File: config.mk
export PLATFORM = sky130hd
export DESIGN_NAME = uaau_core
export DESIGN_NICKNAME = d
export VERILOG_FILES = /design/src/shared/uaau_pkg.sv /design/src/rtl/uaau_core.sv /design/src/rtl/uaau_divider.sv
export SDC_FILE = /design/constraint.sdc
export NUM_CORES = 1
export LEC_CHECK = 0
export ABC_AREA = 1
export BUFFER_PORTS_ARGS = -buffer_cell sky130_fd_sc_hd__clkbuf_2
export CORE_AREA = 2 2 255 131
export CTS_BUF_LIST = sky130_fd_sc_hd__clkbuf_8
export DETAILED_ROUTE_END_ITERATION = 12
export DIE_AREA = 0 0 257 133
export PLACE_DENSITY_LB_ADDON = 0.3
export SYNTH_ARGS = -nofsm -noshare
export SYNTH_HDL_FRONTEND = slang
export SYNTH_HIERARCHICAL = 1
export SYNTH_SLANG_ARGS = --single-unit
File: constraint.sdc
create_clock -name mclk_i -period 3.8 [get_ports mclk_i]
set_clock_uncertainty 0.2 [all_clocks]
set_input_delay 0 -clock mclk_i [delete_from_list [all_inputs] [get_ports mclk_i]]
set_output_delay 0 -clock mclk_i [all_outputs]
set_load 0.005 [all_outputs]
File: src/shared/uaau_pkg.sv
package uaau_pkg;

  typedef enum logic [2:0] {
    OP_SUBC = 3'b000,
    OP_UMUL = 3'b001,
    OP_UDIV = 3'b010,
    OP_LDIV = 3'b011,
    OP_CLEAR_CARRY = 3'b100,
    OP_CLEAR_ERROR = 3'b101
  } uaau_op_t;

  typedef enum logic [0:0] {
    ST_IDLE = 1'b0,
    ST_DIV = 1'b1
  } uaau_state_t;

  typedef enum logic [0:0] {
    DV_IDLE = 1'b0,
    DV_RUN = 1'b1
  } uaau_div_state_t;

  localparam int WORD_W = 16;
  localparam int REG_AW = 8;
  localparam int REG_DW = 32;

  localparam logic [REG_AW-1:0] OFS_FLAGS = 8'h00;
  localparam logic [REG_AW-1:0] OFS_IRQ_STATUS = 8'h04;
  localparam logic [REG_AW-1:0] OFS_IRQ_MASK = 8'h08;
  localparam logic [REG_AW-1:0] OFS_LAST_RESULT = 8'h0c;
  localparam logic [REG_AW-1:0] OFS_STATUS = 8'h10;
  localparam logic [REG_AW-1:0] OFS_EXEC_COUNT = 8'h14;

  localparam int FLAG_CARRY_BIT = 0;
  localparam int FLAG_ERROR_BIT = 1;

  localparam int IRQ_DONE_BIT = 0;
  localparam int IRQ_OUT_BIT = 1;
  localparam int IRQ_ERROR_BIT = 2;
  localparam int IRQ_W = 3;

  localparam int STAT_BUSY_BIT = 0;
  localparam int STAT_OUT_BIT = 1;

  localparam logic [IRQ_W-1:0] IRQ_MASK_RESET = 3'h0;
  localparam logic [WORD_W-1:0] LIMIT_QUOTIENT = 16'hffff;
  localparam logic [WORD_W-1:0] LIMIT_REMAINDER = 16'h0000;
  localparam logic [3:0] DIV_LAST_STEP = 4'hf;

endpackage

File: src/rtl/uaau_core.sv
`timescale 1ns/10ps
// Function
// - With condition on, subtract-with-borrow stores A minus B minus carry into C.
// - Subtract-with-borrow sets carry on a borrow, clears it otherwise.
// - Subtract-with-borrow output is on only on signed overflow or underflow.
// - Unsigned multiply stores the 32-bit product, high in C+1, output on.
// - Unsigned divide stores quotient in C, remainder in C+1, output on if B nonzero.
// - Zero divisor in either divide skips work, output off, error flag set.
// - Error flag stays set until an explicit clear command or a flags register write with the error bit set.
// - With the index register as divide destination, the remainder is discarded.
// - Long divide splits the 32-bit dividend by B into quotient C, remainder C+1.
// - Long divide quotient above 65535 stores 65535 and 0, sets error, output on.
module uaau_core
  import uaau_pkg::*;
(
  input wire logic mclk_i,
  input wire logic reset_i,
  input wire logic req_i,
  input wire logic cond_i,
  input wire uaau_op_t op_i,
  input wire logic [WORD_W-1:0] a_lo_i,
  input wire logic [WORD_W-1:0] a_hi_i,
  input wire logic [WORD_W-1:0] b_i,
  input wire logic dest_index_i,
  output logic ready_o,
  output logic done_o,
  output logic out_cond_o,
  output logic [WORD_W-1:0] c_lo_o,
  output logic [WORD_W-1:0] c_hi_o,
  output logic wr_c_lo_o,
  output logic wr_c_hi_o,
  output logic carry_borrow_flag_o,
  output logic instruction_error_flag_o,
  input wire logic [REG_AW-1:0] reg_addr_i,
  input wire logic [REG_DW-1:0] reg_wdata_i,
  input wire logic reg_wr_i,
  input wire logic reg_rd_i,
  output logic [REG_DW-1:0] reg_rdata_o,
  output logic irq_o
);

  uaau_state_t state_q;
  logic carry_q;
  logic error_q;
  logic done_q;
  logic out_q;
  logic [WORD_W-1:0] c_lo_q;
  logic [WORD_W-1:0] c_hi_q;
  logic wr_lo_q;
  logic wr_hi_q;
  logic keep_rem_q;
  logic [IRQ_W-1:0] irq_stat_q;
  logic [IRQ_W-1:0] irq_mask_q;
  logic [REG_DW-1:0] rdata_q;
  logic [REG_DW-1:0] exec_cnt_q;

  logic take;
  logic run;
  logic is_div;
  logic div_zero;
  logic div_ovf;
  logic div_start;
  logic div_done;
  logic [WORD_W-1:0] div_quo;
  logic [WORD_W-1:0] div_rem;
  logic [WORD_W-1:0] div_hi;
  logic [WORD_W:0] sub_u;
  logic [WORD_W+1:0] sub_s;
  logic sub_ovf;
  logic [2*WORD_W-1:0] product;
  logic wr_flags;
  logic wr_irq;
  logic error_set;
  logic error_clr;
  logic [IRQ_W-1:0] irq_events;

  assign ready_o = (state_q == ST_IDLE);
  assign take = req_i && ready_o;
  assign run = take && cond_i;
  assign is_div = (op_i == OP_UDIV) || (op_i == OP_LDIV);
  assign div_zero = (b_i == 16'h0000);
  assign div_hi = (op_i == OP_LDIV) ? a_hi_i : 16'h0000;
  assign div_ovf = (div_hi >= b_i);
  assign div_start = run && is_div && !div_zero && !div_ovf;

  // The unsigned difference yields the borrow, the signed one the range check.
  assign sub_u = {1'b0, a_lo_i} - {1'b0, b_i} - {16'h0000, carry_q};
  assign sub_s = {{2{a_lo_i[WORD_W-1]}}, a_lo_i} - {{2{b_i[WORD_W-1]}}, b_i}
               - {17'h00000, carry_q};
  assign sub_ovf = (sub_s[WORD_W+1:WORD_W-1] != 3'b000)
                && (sub_s[WORD_W+1:WORD_W-1] != 3'b111);
  assign product = a_lo_i * b_i;

  uaau_divider u_divider (
    .mclk_i(mclk_i),
    .reset_i(reset_i),
    .start_i(div_start),
    .dividend_hi_i(div_hi),
    .dividend_lo_i(a_lo_i),
    .divisor_i(b_i),
    .done_o(div_done),
    .quotient_o(div_quo),
    .remainder_o(div_rem)
  );

  always_ff @(posedge mclk_i or posedge reset_i) begin
    if (reset_i) begin
      state_q <= ST_IDLE;
      keep_rem_q <= 1'b0;
    end else begin
      case (state_q)
        ST_IDLE: begin
          if (div_start) begin
            state_q <= ST_DIV;
            keep_rem_q <= !dest_index_i;
          end
        end
        ST_DIV: begin
          if (div_done) begin
            state_q <= ST_IDLE;
          end
        end
        default: begin
          state_q <= ST_IDLE;
        end
      endcase
    end
  end

  // Results and the output condition are presented together with done.
  always_ff @(posedge mclk_i or posedge reset_i) begin
    if (reset_i) begin
      done_q <= 1'b0;
      out_q <= 1'b0;
      c_lo_q <= 16'h0000;
      c_hi_q <= 16'h0000;
      wr_lo_q <= 1'b0;
      wr_hi_q <= 1'b0;
    end else begin
      done_q <= 1'b0;
      wr_lo_q <= 1'b0;
      wr_hi_q <= 1'b0;
      if (state_q == ST_DIV && div_done) begin
        done_q <= 1'b1;
        out_q <= 1'b1;
        c_lo_q <= div_quo;
        c_hi_q <= div_rem;
        wr_lo_q <= 1'b1;
        wr_hi_q <= keep_rem_q;
      end else if (take && !div_start) begin
        done_q <= 1'b1;
        out_q <= 1'b0;
        if (cond_i) begin
          case (op_i)
            OP_SUBC: begin
              c_lo_q <= sub_u[WORD_W-1:0];
              wr_lo_q <= 1'b1;
              out_q <= sub_ovf;
            end
            OP_UMUL: begin
              c_lo_q <= product[WORD_W-1:0];
              c_hi_q <= product[2*WORD_W-1:WORD_W];
              wr_lo_q <= 1'b1;
              wr_hi_q <= 1'b1;
              out_q <= 1'b1;
            end
            OP_UDIV, OP_LDIV: begin
              if (!div_zero) begin
                c_lo_q <= LIMIT_QUOTIENT;
                c_hi_q <= LIMIT_REMAINDER;
                wr_lo_q <= 1'b1;
                wr_hi_q <= !dest_index_i;
                out_q <= 1'b1;
              end
            end
            default: begin
              out_q <= 1'b0;
            end
          endcase
        end
      end
    end
  end

  // Carry follows the subtraction; a clear by command or register is otherwise honoured.
  assign wr_flags = reg_wr_i && (reg_addr_i == OFS_FLAGS);

  always_ff @(posedge mclk_i or posedge reset_i) begin
    if (reset_i) begin
      carry_q <= 1'b0;
    end else if (run && op_i == OP_SUBC) begin
      carry_q <= sub_u[WORD_W];
    end else if (run && op_i == OP_CLEAR_CARRY) begin
      carry_q <= 1'b0;
    end else if (wr_flags) begin
      carry_q <= reg_wdata_i[FLAG_CARRY_BIT];
    end
  end

  // A new error wins over a clear in the same cycle.
  assign error_set = run && is_div && (div_zero || div_ovf);
  assign error_clr = (run && op_i == OP_CLEAR_ERROR)
                  || (wr_flags && reg_wdata_i[FLAG_ERROR_BIT]);

  always_ff @(posedge mclk_i or posedge reset_i) begin
    if (reset_i) begin
      error_q <= 1'b0;
    end else if (error_set) begin
      error_q <= 1'b1;
    end else if (error_clr) begin
      error_q <= 1'b0;
    end
  end

  assign irq_events = {error_set, done_q && out_q, done_q};
  assign wr_irq = reg_wr_i && (reg_addr_i == OFS_IRQ_STATUS);

  genvar gi;
  generate
    for (gi = 0; gi < IRQ_W; gi++) begin : g_irq
      always_ff @(posedge mclk_i or posedge reset_i) begin
        if (reset_i) begin
          irq_stat_q[gi] <= 1'b0;
        end else if (irq_events[gi]) begin
          irq_stat_q[gi] <= 1'b1;
        end else if (wr_irq && reg_wdata_i[gi]) begin
          irq_stat_q[gi] <= 1'b0;
        end
      end
    end
  endgenerate

  always_ff @(posedge mclk_i or posedge reset_i) begin
    if (reset_i) begin
      irq_mask_q <= IRQ_MASK_RESET;
    end else if (reg_wr_i && reg_addr_i == OFS_IRQ_MASK) begin
      irq_mask_q <= reg_wdata_i[IRQ_W-1:0];
    end
  end

  always_ff @(posedge mclk_i or posedge reset_i) begin
    if (reset_i) begin
      exec_cnt_q <= 32'h00000000;
    end else if (done_q && (wr_lo_q || out_q)) begin
      exec_cnt_q <= exec_cnt_q + 32'h00000001;
    end
  end

  always_ff @(posedge mclk_i or posedge reset_i) begin
    if (reset_i) begin
      rdata_q <= 32'h00000000;
    end else if (reg_rd_i) begin
      case (reg_addr_i)
        OFS_FLAGS: rdata_q <= {30'h00000000, error_q, carry_q};
        OFS_IRQ_STATUS: rdata_q <= {29'h00000000, irq_stat_q};
        OFS_IRQ_MASK: rdata_q <= {29'h00000000, irq_mask_q};
        OFS_LAST_RESULT: rdata_q <= {c_hi_q, c_lo_q};
        OFS_STATUS: rdata_q <= {30'h00000000, out_q, !ready_o};
        OFS_EXEC_COUNT: rdata_q <= exec_cnt_q;
        default: rdata_q <= 32'h00000000;
      endcase
    end else begin
      rdata_q <= 32'h00000000;
    end
  end

  assign done_o = done_q;
  assign out_cond_o = out_q;
  assign c_lo_o = c_lo_q;
  assign c_hi_o = c_hi_q;
  assign wr_c_lo_o = wr_lo_q;
  assign wr_c_hi_o = wr_hi_q;
  assign carry_borrow_flag_o = carry_q;
  assign instruction_error_flag_o = error_q;
  assign reg_rdata_o = rdata_q;
  assign irq_o = |(irq_stat_q & irq_mask_q);

endmodule

File: src/rtl/uaau_divider.sv
`timescale 1ns/10ps
module uaau_divider
  import uaau_pkg::*;
(
  input wire logic mclk_i,
  input wire logic reset_i,
  input wire logic start_i,
  input wire logic [WORD_W-1:0] dividend_hi_i,
  input wire logic [WORD_W-1:0] dividend_lo_i,
  input wire logic [WORD_W-1:0] divisor_i,
  output logic done_o,
  output logic [WORD_W-1:0] quotient_o,
  output logic [WORD_W-1:0] remainder_o
);

  // The high word must be below the divisor, so sixteen steps always fit.
  uaau_div_state_t state_q;
  logic [3:0] step_q;
  logic [WORD_W-1:0] rem_q;
  logic [WORD_W-1:0] quo_q;
  logic [WORD_W-1:0] div_q;
  logic done_q;
  logic [WORD_W:0] trial;
  logic [WORD_W:0] diff;
  logic fits;

  assign trial = {rem_q, quo_q[WORD_W-1]};
  assign diff = trial - {1'b0, div_q};
  assign fits = (trial >= {1'b0, div_q});

  always_ff @(posedge mclk_i or posedge reset_i) begin
    if (reset_i) begin
      state_q <= DV_IDLE;
      step_q <= 4'h0;
      done_q <= 1'b0;
    end else begin
      done_q <= 1'b0;
      case (state_q)
        DV_IDLE: begin
          if (start_i) begin
            state_q <= DV_RUN;
            step_q <= 4'h0;
          end
        end
        DV_RUN: begin
          step_q <= step_q + 4'h1;
          if (step_q == DIV_LAST_STEP) begin
            state_q <= DV_IDLE;
            done_q <= 1'b1;
          end
        end
        default: begin
          state_q <= DV_IDLE;
        end
      endcase
    end
  end

  always_ff @(posedge mclk_i or posedge reset_i) begin
    if (reset_i) begin
      rem_q <= 16'h0000;
      quo_q <= 16'h0000;
      div_q <= 16'h0000;
    end else if (state_q == DV_IDLE && start_i) begin
      rem_q <= dividend_hi_i;
      quo_q <= dividend_lo_i;
      div_q <= divisor_i;
    end else if (state_q == DV_RUN) begin
      rem_q <= fits ? diff[WORD_W-1:0] : trial[WORD_W-1:0];
      quo_q <= {quo_q[WORD_W-2:0], fits};
    end
  end

  assign done_o = done_q;
  assign quotient_o = quo_q;
  assign remainder_o = rem_q;

endmodule

==> metrics.txt, run 1 <==
crit path launch type=input port; capturing instance or port of the critical path=c_hi_o[0]; CP Data Arrival Time=5110 ps; final worst hold slack=72.62 ps; cell with the most instances after synthesis=nand2_1; total non-filler cell area in the finished layout=0.02589 mm2; RR Endpoint=out_cond_o; register-to-register setup slack=150 ps; Die Height=133 um; flip-flop cell with the highest count after synthesis=dfrtp_1; total detailed-routing wirelength=72.13 mm; critical path class=input port to flop; total global routing overflow=0; Sinks on Clock Net=164; Bufs on Longest Clock Path=2; Crit Reg-Reg Startpoint=carry_borrow_flag_o; capturing element type of the critical path=flop; post-detailed-route DRC marker count=0; Avg Cell Area, Syn=7.145 um2; std cell rows=47; Reg area=0.004104 mm2; post-layout min period=4885 ps; share of post-route cells with drive strength above 1=0.2243; net count reported at finish=3,671; All-Layer GR Usage=0.4224; number of port buffers=140; vias per std cell=5.676; maximum number of pins on one net before global-route repair=73; number of slew-limit violations in the final report=0; clock insertion delay at the later pin of the skew report=500 ps; sequential fraction of the synthesis area=0.2025; number of nets in the synthesized netlist=3,316; unrepaired setup endpoints after global routing=true; violations in the final reports=negative setup slack; DP Area=0.02316 mm2; Synth area leaders=dfrtp_1 20%, fa_1 19%, nand2_1 15%; Tightest Pin Transition=991.3 ps; largest stage delay on the critical path=590 ps; clock tree from TritonCTS=built; First DRT Iteration DRCs=2,670; buffering stage count on the worst path with inverters included=12; Post-DP HPWL=55.19 mm; max capacitance violation total=0; path length in cells of the critical path=28; Crit. Startpoint=a_lo_i[10]; required time at the worst-slack endpoint=4030 ps; CTS clock-pin slew for the worst setup and hold paths=90 ps; upper clock frequency limit=204.7 MHz; DRT antenna net count=0; combined area of the multi-input logic cells=0.01453 mm2; final count of negative-setup-slack endpoints=26; Synth area leader=dfrtp_1; vias in the first global route=20,489; full die area=0.03418 mm2; worst reg-to-reg path cell count=20; post-route setup TNS=-23,040 ps; global-route wire length before repair=110.9 mm; Synth top area share=0.2025; distinct cell type count of the synthesized netlist=51; number of warnings issued by yosys=6; number of filler instances in the final layout=2,205; placeable core region=0.03228 mm2; overall via count from detail_route=20,700; Area growth syn-to-layout=27.71%; Min-Delay Path Class=input port to flop; final worst-path setup slack=-1085 ps; initial core utilization=0.6278; horizontal extent of the die=257 um; status=complete, but fails checks; average wire length per cell after detail routing=19.78 um; relative slew slack=0.3384; share of async-settable or async-resettable flops after synthesis=1.000; clock root buffer=clkbuf_8; highest fanout seen on the critical path=5; synthesized instance count=2,837; critical path's most frequent cell=fa_1; Post-synth top cells=829 x nand2_1, 646 x inv_1, 197 x fa_1; final critical-path share of the clock period=1.286; cell area after synthesis=0.02027 mm2; number of hold violations in the final report=0; delay-heaviest family, CP=adder cells; number of antenna violations at the first check in global routing=1; standard cell with the maximum stage delay on the critical path=fa_2; routability congestion estimate=1.013; synthesis-stage register bit count=164; post-route core utilization=0.8018; Ports=170; router iterations before antenna repair=6; H-Tree Level Count=4; CTS Buf Count=17; Post-synth EDFFs=0
[logic make-up (layout without fill, tap and decap cells)]
family / after synthesis / count (layout) / synth area share
compound gates: 255 / 255 / 0.06889
simple gates: 1228 / 1228 / 0.2559
buf+inv: 765 / 1133 / 0.1456
xor+xnor: 44 / 44 / 0.01901
fa+ha+maj: 381 / 381 / 0.3081
flops: 164 / 164 / 0.2025
other cells: 0 / 1 / 0
[timing repair]
action,CTS,global route
buffers inserted,18,13
cloned,0,2
pin swaps,92,124
endpoints found under the hold margin,218,0
hold buffers,80,0
gates resized for setup,167,163
setup endpoints to repair,26,30
[worst reg2reg max path, cell delays in order, from the launching register on]
cell and delay, ps:
dfrtp_1 390, inv_1 60, fa_1 440, fa_1 410
inv_1 100, nand2_1 90, nand2_1 80, nand2_1 80
nand2_1 70, nand2_1 110, nand2_1 150, nand2_1 160
nand2_1 100, nand2_1 50, nor2_1 100, nand2_1 70
nand3_1 150, nand2_1 80, nand2_1 70, dlygate4sd3_1 540
nand2_1 50
[sequential cells by signal, summed over array words and instances, names as in the netlist]
name / cells
out_cond_o: 1
exec_cnt_q: 32
c_hi_o: 16
u_divider/div_q: 16
u_divider/state_q: 1
irq_stat_q: 3
irq_mask_q: 3
instruction_error_flag_o: 1
state_q: 1
u_divider/step_q: 4
keep_rem_q: 1
done_o: 1
carry_borrow_flag_o: 1
reg_rdata_o: 32
u_divider/remainder_o: 16
u_divider/done_o: 1
u_divider/quotient_o: 16
c_lo_o: 16
wr_c_hi_o: 1
wr_c_lo_o: 1
[layer usage]
metal / GRT usage / vias to the layer above / wire length [um]
met1: 0.5925 / 9849 / 29250
met3: 0.1523 / 192 / 10290
met5: 0 / - / 0
met2: 0.6048 / 1370 / 30060
met4: 0.1441 / 0 / 2526
li1: - / 9289 / -
[through the flow]
| step | setup slack [ps] | std cells |
|---|---|---|
| 4_1_cts | -1022 | 3632 |
| 2_1_floorplan | -1106 | 2837 |
| 3_3_place_gp | -1617 | 3502 |
| 3_5_place_dp | -1695 | 3502 |
| 5_1_grt | -1240 | 3647 |
| 6_report | -1085 | 3647 |
[layout make-up]
cell class | count | share of cell area
antenna | 1 | 0.00009667
clock buffer | 17 | 0.009039
clock inverter | 15 | 0.007444
inverter | 658 | 0.09580
multi-input combinational | 1908 | 0.5613
sequential | 164 | 0.1585
tap | 441 | 0.02132
timing repair buffer | 443 | 0.1465
[worst min path at each step]
stage                        startpoint                       end  slack, ps  cells after the start
after floorplan            dest_index_i                keep_rem_q        -90                      1
after global placement     dest_index_i                keep_rem_q         30                      2
after detailed placement        reset_i            exec_cnt_q[24]         50                      2
after CTS                 reg_addr_i[2]           reg_rdata_o[26]         10                      3
after global routing         a_lo_i[15]  u_divider/quotient_o[15]         60                      5
final                        a_lo_i[15]  u_divider/quotient_o[15]         70                      5
[layout by cell type (no fill, tap or decap), types with 8 or more instances in the layout]
cell and instances:
or2_2 9, inv_2 67, buf_8 11, nor2_4 15, nand3_1 98, nor2_1 114, o21ai_0 63, fa_1 181
a21oi_2 15, buf_4 174, nand2_1 772, o21bai_1 11, nand2_2 40, ha_1 150, clkbuf_2 112, nand3_2 34
a21oi_1 87, dlygate4sd3_1 80, nor3_1 21, nor2_2 21, nand4_1 45, fa_2 16, xnor2_1 12, clkbuf_8 22
nand2_4 23, ha_4 29, a31oi_1 8, dfrtp_1 164, o211ai_1 10, inv_1 585, o21ai_1 23, a21oi_4 10
xor2_1 31, buf_6 36, buf_12 14
Power of run 1 is not shown: default switching activity piles up to over one toggle a cycle in this logic, so the estimate is an artifact.
==> run 2: changes to the inputs <==
--- a/config.mk
+++ b/config.mk
@@ -7,10 +7,10 @@
 export LEC_CHECK = 0
 export ABC_AREA = 1
 export BUFFER_PORTS_ARGS = -buffer_cell sky130_fd_sc_hd__clkbuf_2
-export CORE_AREA = 2 2 255 131
+export CORE_AREA = 2 2 288 148
 export CTS_BUF_LIST = sky130_fd_sc_hd__clkbuf_8
 export DETAILED_ROUTE_END_ITERATION = 12
-export DIE_AREA = 0 0 257 133
+export DIE_AREA = 0 0 290 150
 export PLACE_DENSITY_LB_ADDON = 0.3
 export SYNTH_ARGS = -nofsm -noshare
 export SYNTH_HDL_FRONTEND = slang
==> run 2 against run 1 <==
Effect of this change:
- the run still ends with negative setup slack left
- cell count grew 2.9%
- design area grew 0.93%
- maximum frequency grew 0.66%
- sequential share of layout area shrank 0.14 points
- flip-flop and latch count is the same
- die area grew 27%
- hold slack gained 2.5 ps
- register-to-register slack gained 80 ps
- non-clock buffer count shrank 4
- first-iteration DRC count shrank 13%
- worst setup slack gained 32 ps
==> metrics.txt, run 2 (same netlist as run 1, synthesis figures left out) <==
status=complete, but fails checks; violations in the final reports=negative setup slack; Tightest Pin Transition=1082 ps; total detailed-routing wirelength=72.08 mm; number of port buffers=140; DR WL met2=29.15 mm; standard cell with the maximum stage delay on the critical path=fa_2; clock tree from TritonCTS=built; critical-path cell list=buf_12 -> buf_6 -> nand2_2 -> fa_2 -> inv_2 -> fa_1 -> fa_2 -> fa_2 -> fa_1 -> inv_2 -> fa_1 -> inv_2 -> ha_4 -> nand2_4 -> buf_4 -> inv_2 -> and3_4 -> nand4_1 -> nand3_1 -> nand2_1 -> nand3_1 -> nand2_1 -> nand3_1 -> nand2_1; final worst hold slack=75.12 ps; number of antenna violations at the first check in global routing=0; final critical-path share of the clock period=1.277; H-Tree Level Count=4; Bufs on Longest Clock Path=2; register-to-register setup slack=230 ps; capturing element type of the critical path=flop; vias per std cell=5.398; critical path class=input port to flop; final worst-path setup slack=-1053 ps; Ports=170; DRT antenna net count=0; worst reg-to-reg path cell count=20; largest stage delay on the critical path=610 ps; CTS clock-pin slew for the worst setup and hold paths=100 ps; Crit. Startpoint=a_lo_i[6]; post-layout min period=4853 ps; Area growth syn-to-layout=28.90%; Post-DP HPWL=58.03 mm; share of post-route cells with drive strength above 1=0.2296; crit path launch type=input port; horizontal extent of the die=290 um; max capacitance violation total=0; Min-Delay Path Class=input port to asynchronous set/reset pin; unrepaired setup endpoints after global routing=true; net count reported at finish=3,667; wl on met1=32.97 mm; number of slew-limit violations in the final report=0; clock root buffer=clkbuf_8; highest fanout seen on the critical path=5; CP Data Arrival Time=5030 ps; Crit Reg-Reg Startpoint=carry_borrow_flag_o; RR Endpoint=out_cond_o; number of filler instances in the final layout=3,530; Die Height=150 um; vias in the first global route=19,911; required time at the worst-slack endpoint=3980 ps; First DRT Iteration DRCs=2,313; average wire length per cell after detail routing=19.22 um; overall via count from detail_route=20,247; full die area=0.04350 mm2; commonest non-fill, non-tap cells in the layout=761 x nand2_1, 578 x inv_1, 178 x fa_1, 173 x buf_4, 163 x dfrtp_1; maximum number of pins on one net before global-route repair=68; pre-CTS setup slack=-1753 ps; Detail Route met3 WL=8.914 mm; post-detailed-route DRC marker count=0; All-Layer GR Usage=0.3344; number of hold violations in the final report=0; upper clock frequency limit=206.1 MHz; placeable core region=0.04118 mm2; std cell rows=53; critical path's most frequent cell=inv_2; CTS Buf Count=17; final count of negative-setup-slack endpoints=25; global-route wire length before repair=112.1 mm; router iterations before antenna repair=8; relative slew slack=0.2789; Sinks on Clock Net=164; initial core utilization=0.4922; routability congestion estimate=0.9866; top metal layer carrying routed signals=met4; Antenna Diode Count=0; capturing instance or port of the critical path=c_hi_o[4]; clock insertion delay at the later pin of the skew report=480 ps; total global routing overflow=0; most frequent standard cell in the layout excluding fill and tap cells=nand2_1
run 2: cell count changes in the layout (fill, tap and decap cells not counted), moves of 4 or more:
cell     delta
o21ai_1     -4
nand3_2     -4
nand3_4     +4
a21oi_2     -5
inv_2       +6
nand2_1    -11
nand2_2     +8
buf_8       +4
nand2_8     +4
inv_1       -7
run 2: layout make-up:
cell class | instances | area [um2] | share of cell area
multi-input cells | 1908 | 14680 | 0.5617
flip-flops and latches | 164 | 4105 | 0.1571
repair buffers | 439 | 3789 | 0.1450
inverters | 658 | 2485 | 0.09511
well taps | 550 | 688.2 | 0.02634
clock buffers | 19 | 261.5 | 0.01001
clock inverters | 13 | 122.6 | 0.004693
run 2: how the worst min path moves through the flow:
stage / end / slack (ps)
global route: u_divider/quotient_o[15] / 80
floorplan: keep_rem_q / -90
detailed placement: u_divider/div_q[6] / -130
global placement: u_divider/remainder_o[6] / -130
finish: exec_cnt_q[21] / 80
CTS: reg_rdata_o[0] / 20
run 2: what timing repair did:
item	4_1_cts	5_1_grt
endpoints found under the hold margin	215	0
cloned	1	2
setup endpoints to repair	26	29
resized for setup	189	192
hold buffers	79	0
buffers inserted	10	16
pin swaps	70	119
run 2: metrics by stage:
step / std cells / util / cell area (um2) / setup TNS (ps)
2_1_floorplan: 2837 / - / 21260 / -23570
3_3_place_gp: 3612 / 0.5651 / 23270 / -38070
3_5_place_dp: 3612 / 0.5651 / 23270 / -39280
4_1_cts: 3734 / 0.6149 / 25320 / -19430
5_1_grt: 3751 / 0.6345 / 26130 / -25150
6_report: 3751 / 0.6345 / 26130 / -21640
run 2: per-layer routing:
metal,vias to the layer above,GRT usage
li1,9261,-
met4,0,0.05208
met3,77,0.09372
met1,9822,0.5099
met2,1087,0.4736
met5,-,0
run 2: worst max-delay path: cells and delay by family:
family	cells	cell delay (ps)
buf+inv	7	540
simple gates	10	1030
fa+ha+maj	7	3440
Power of run 2 is left out for the same reason.
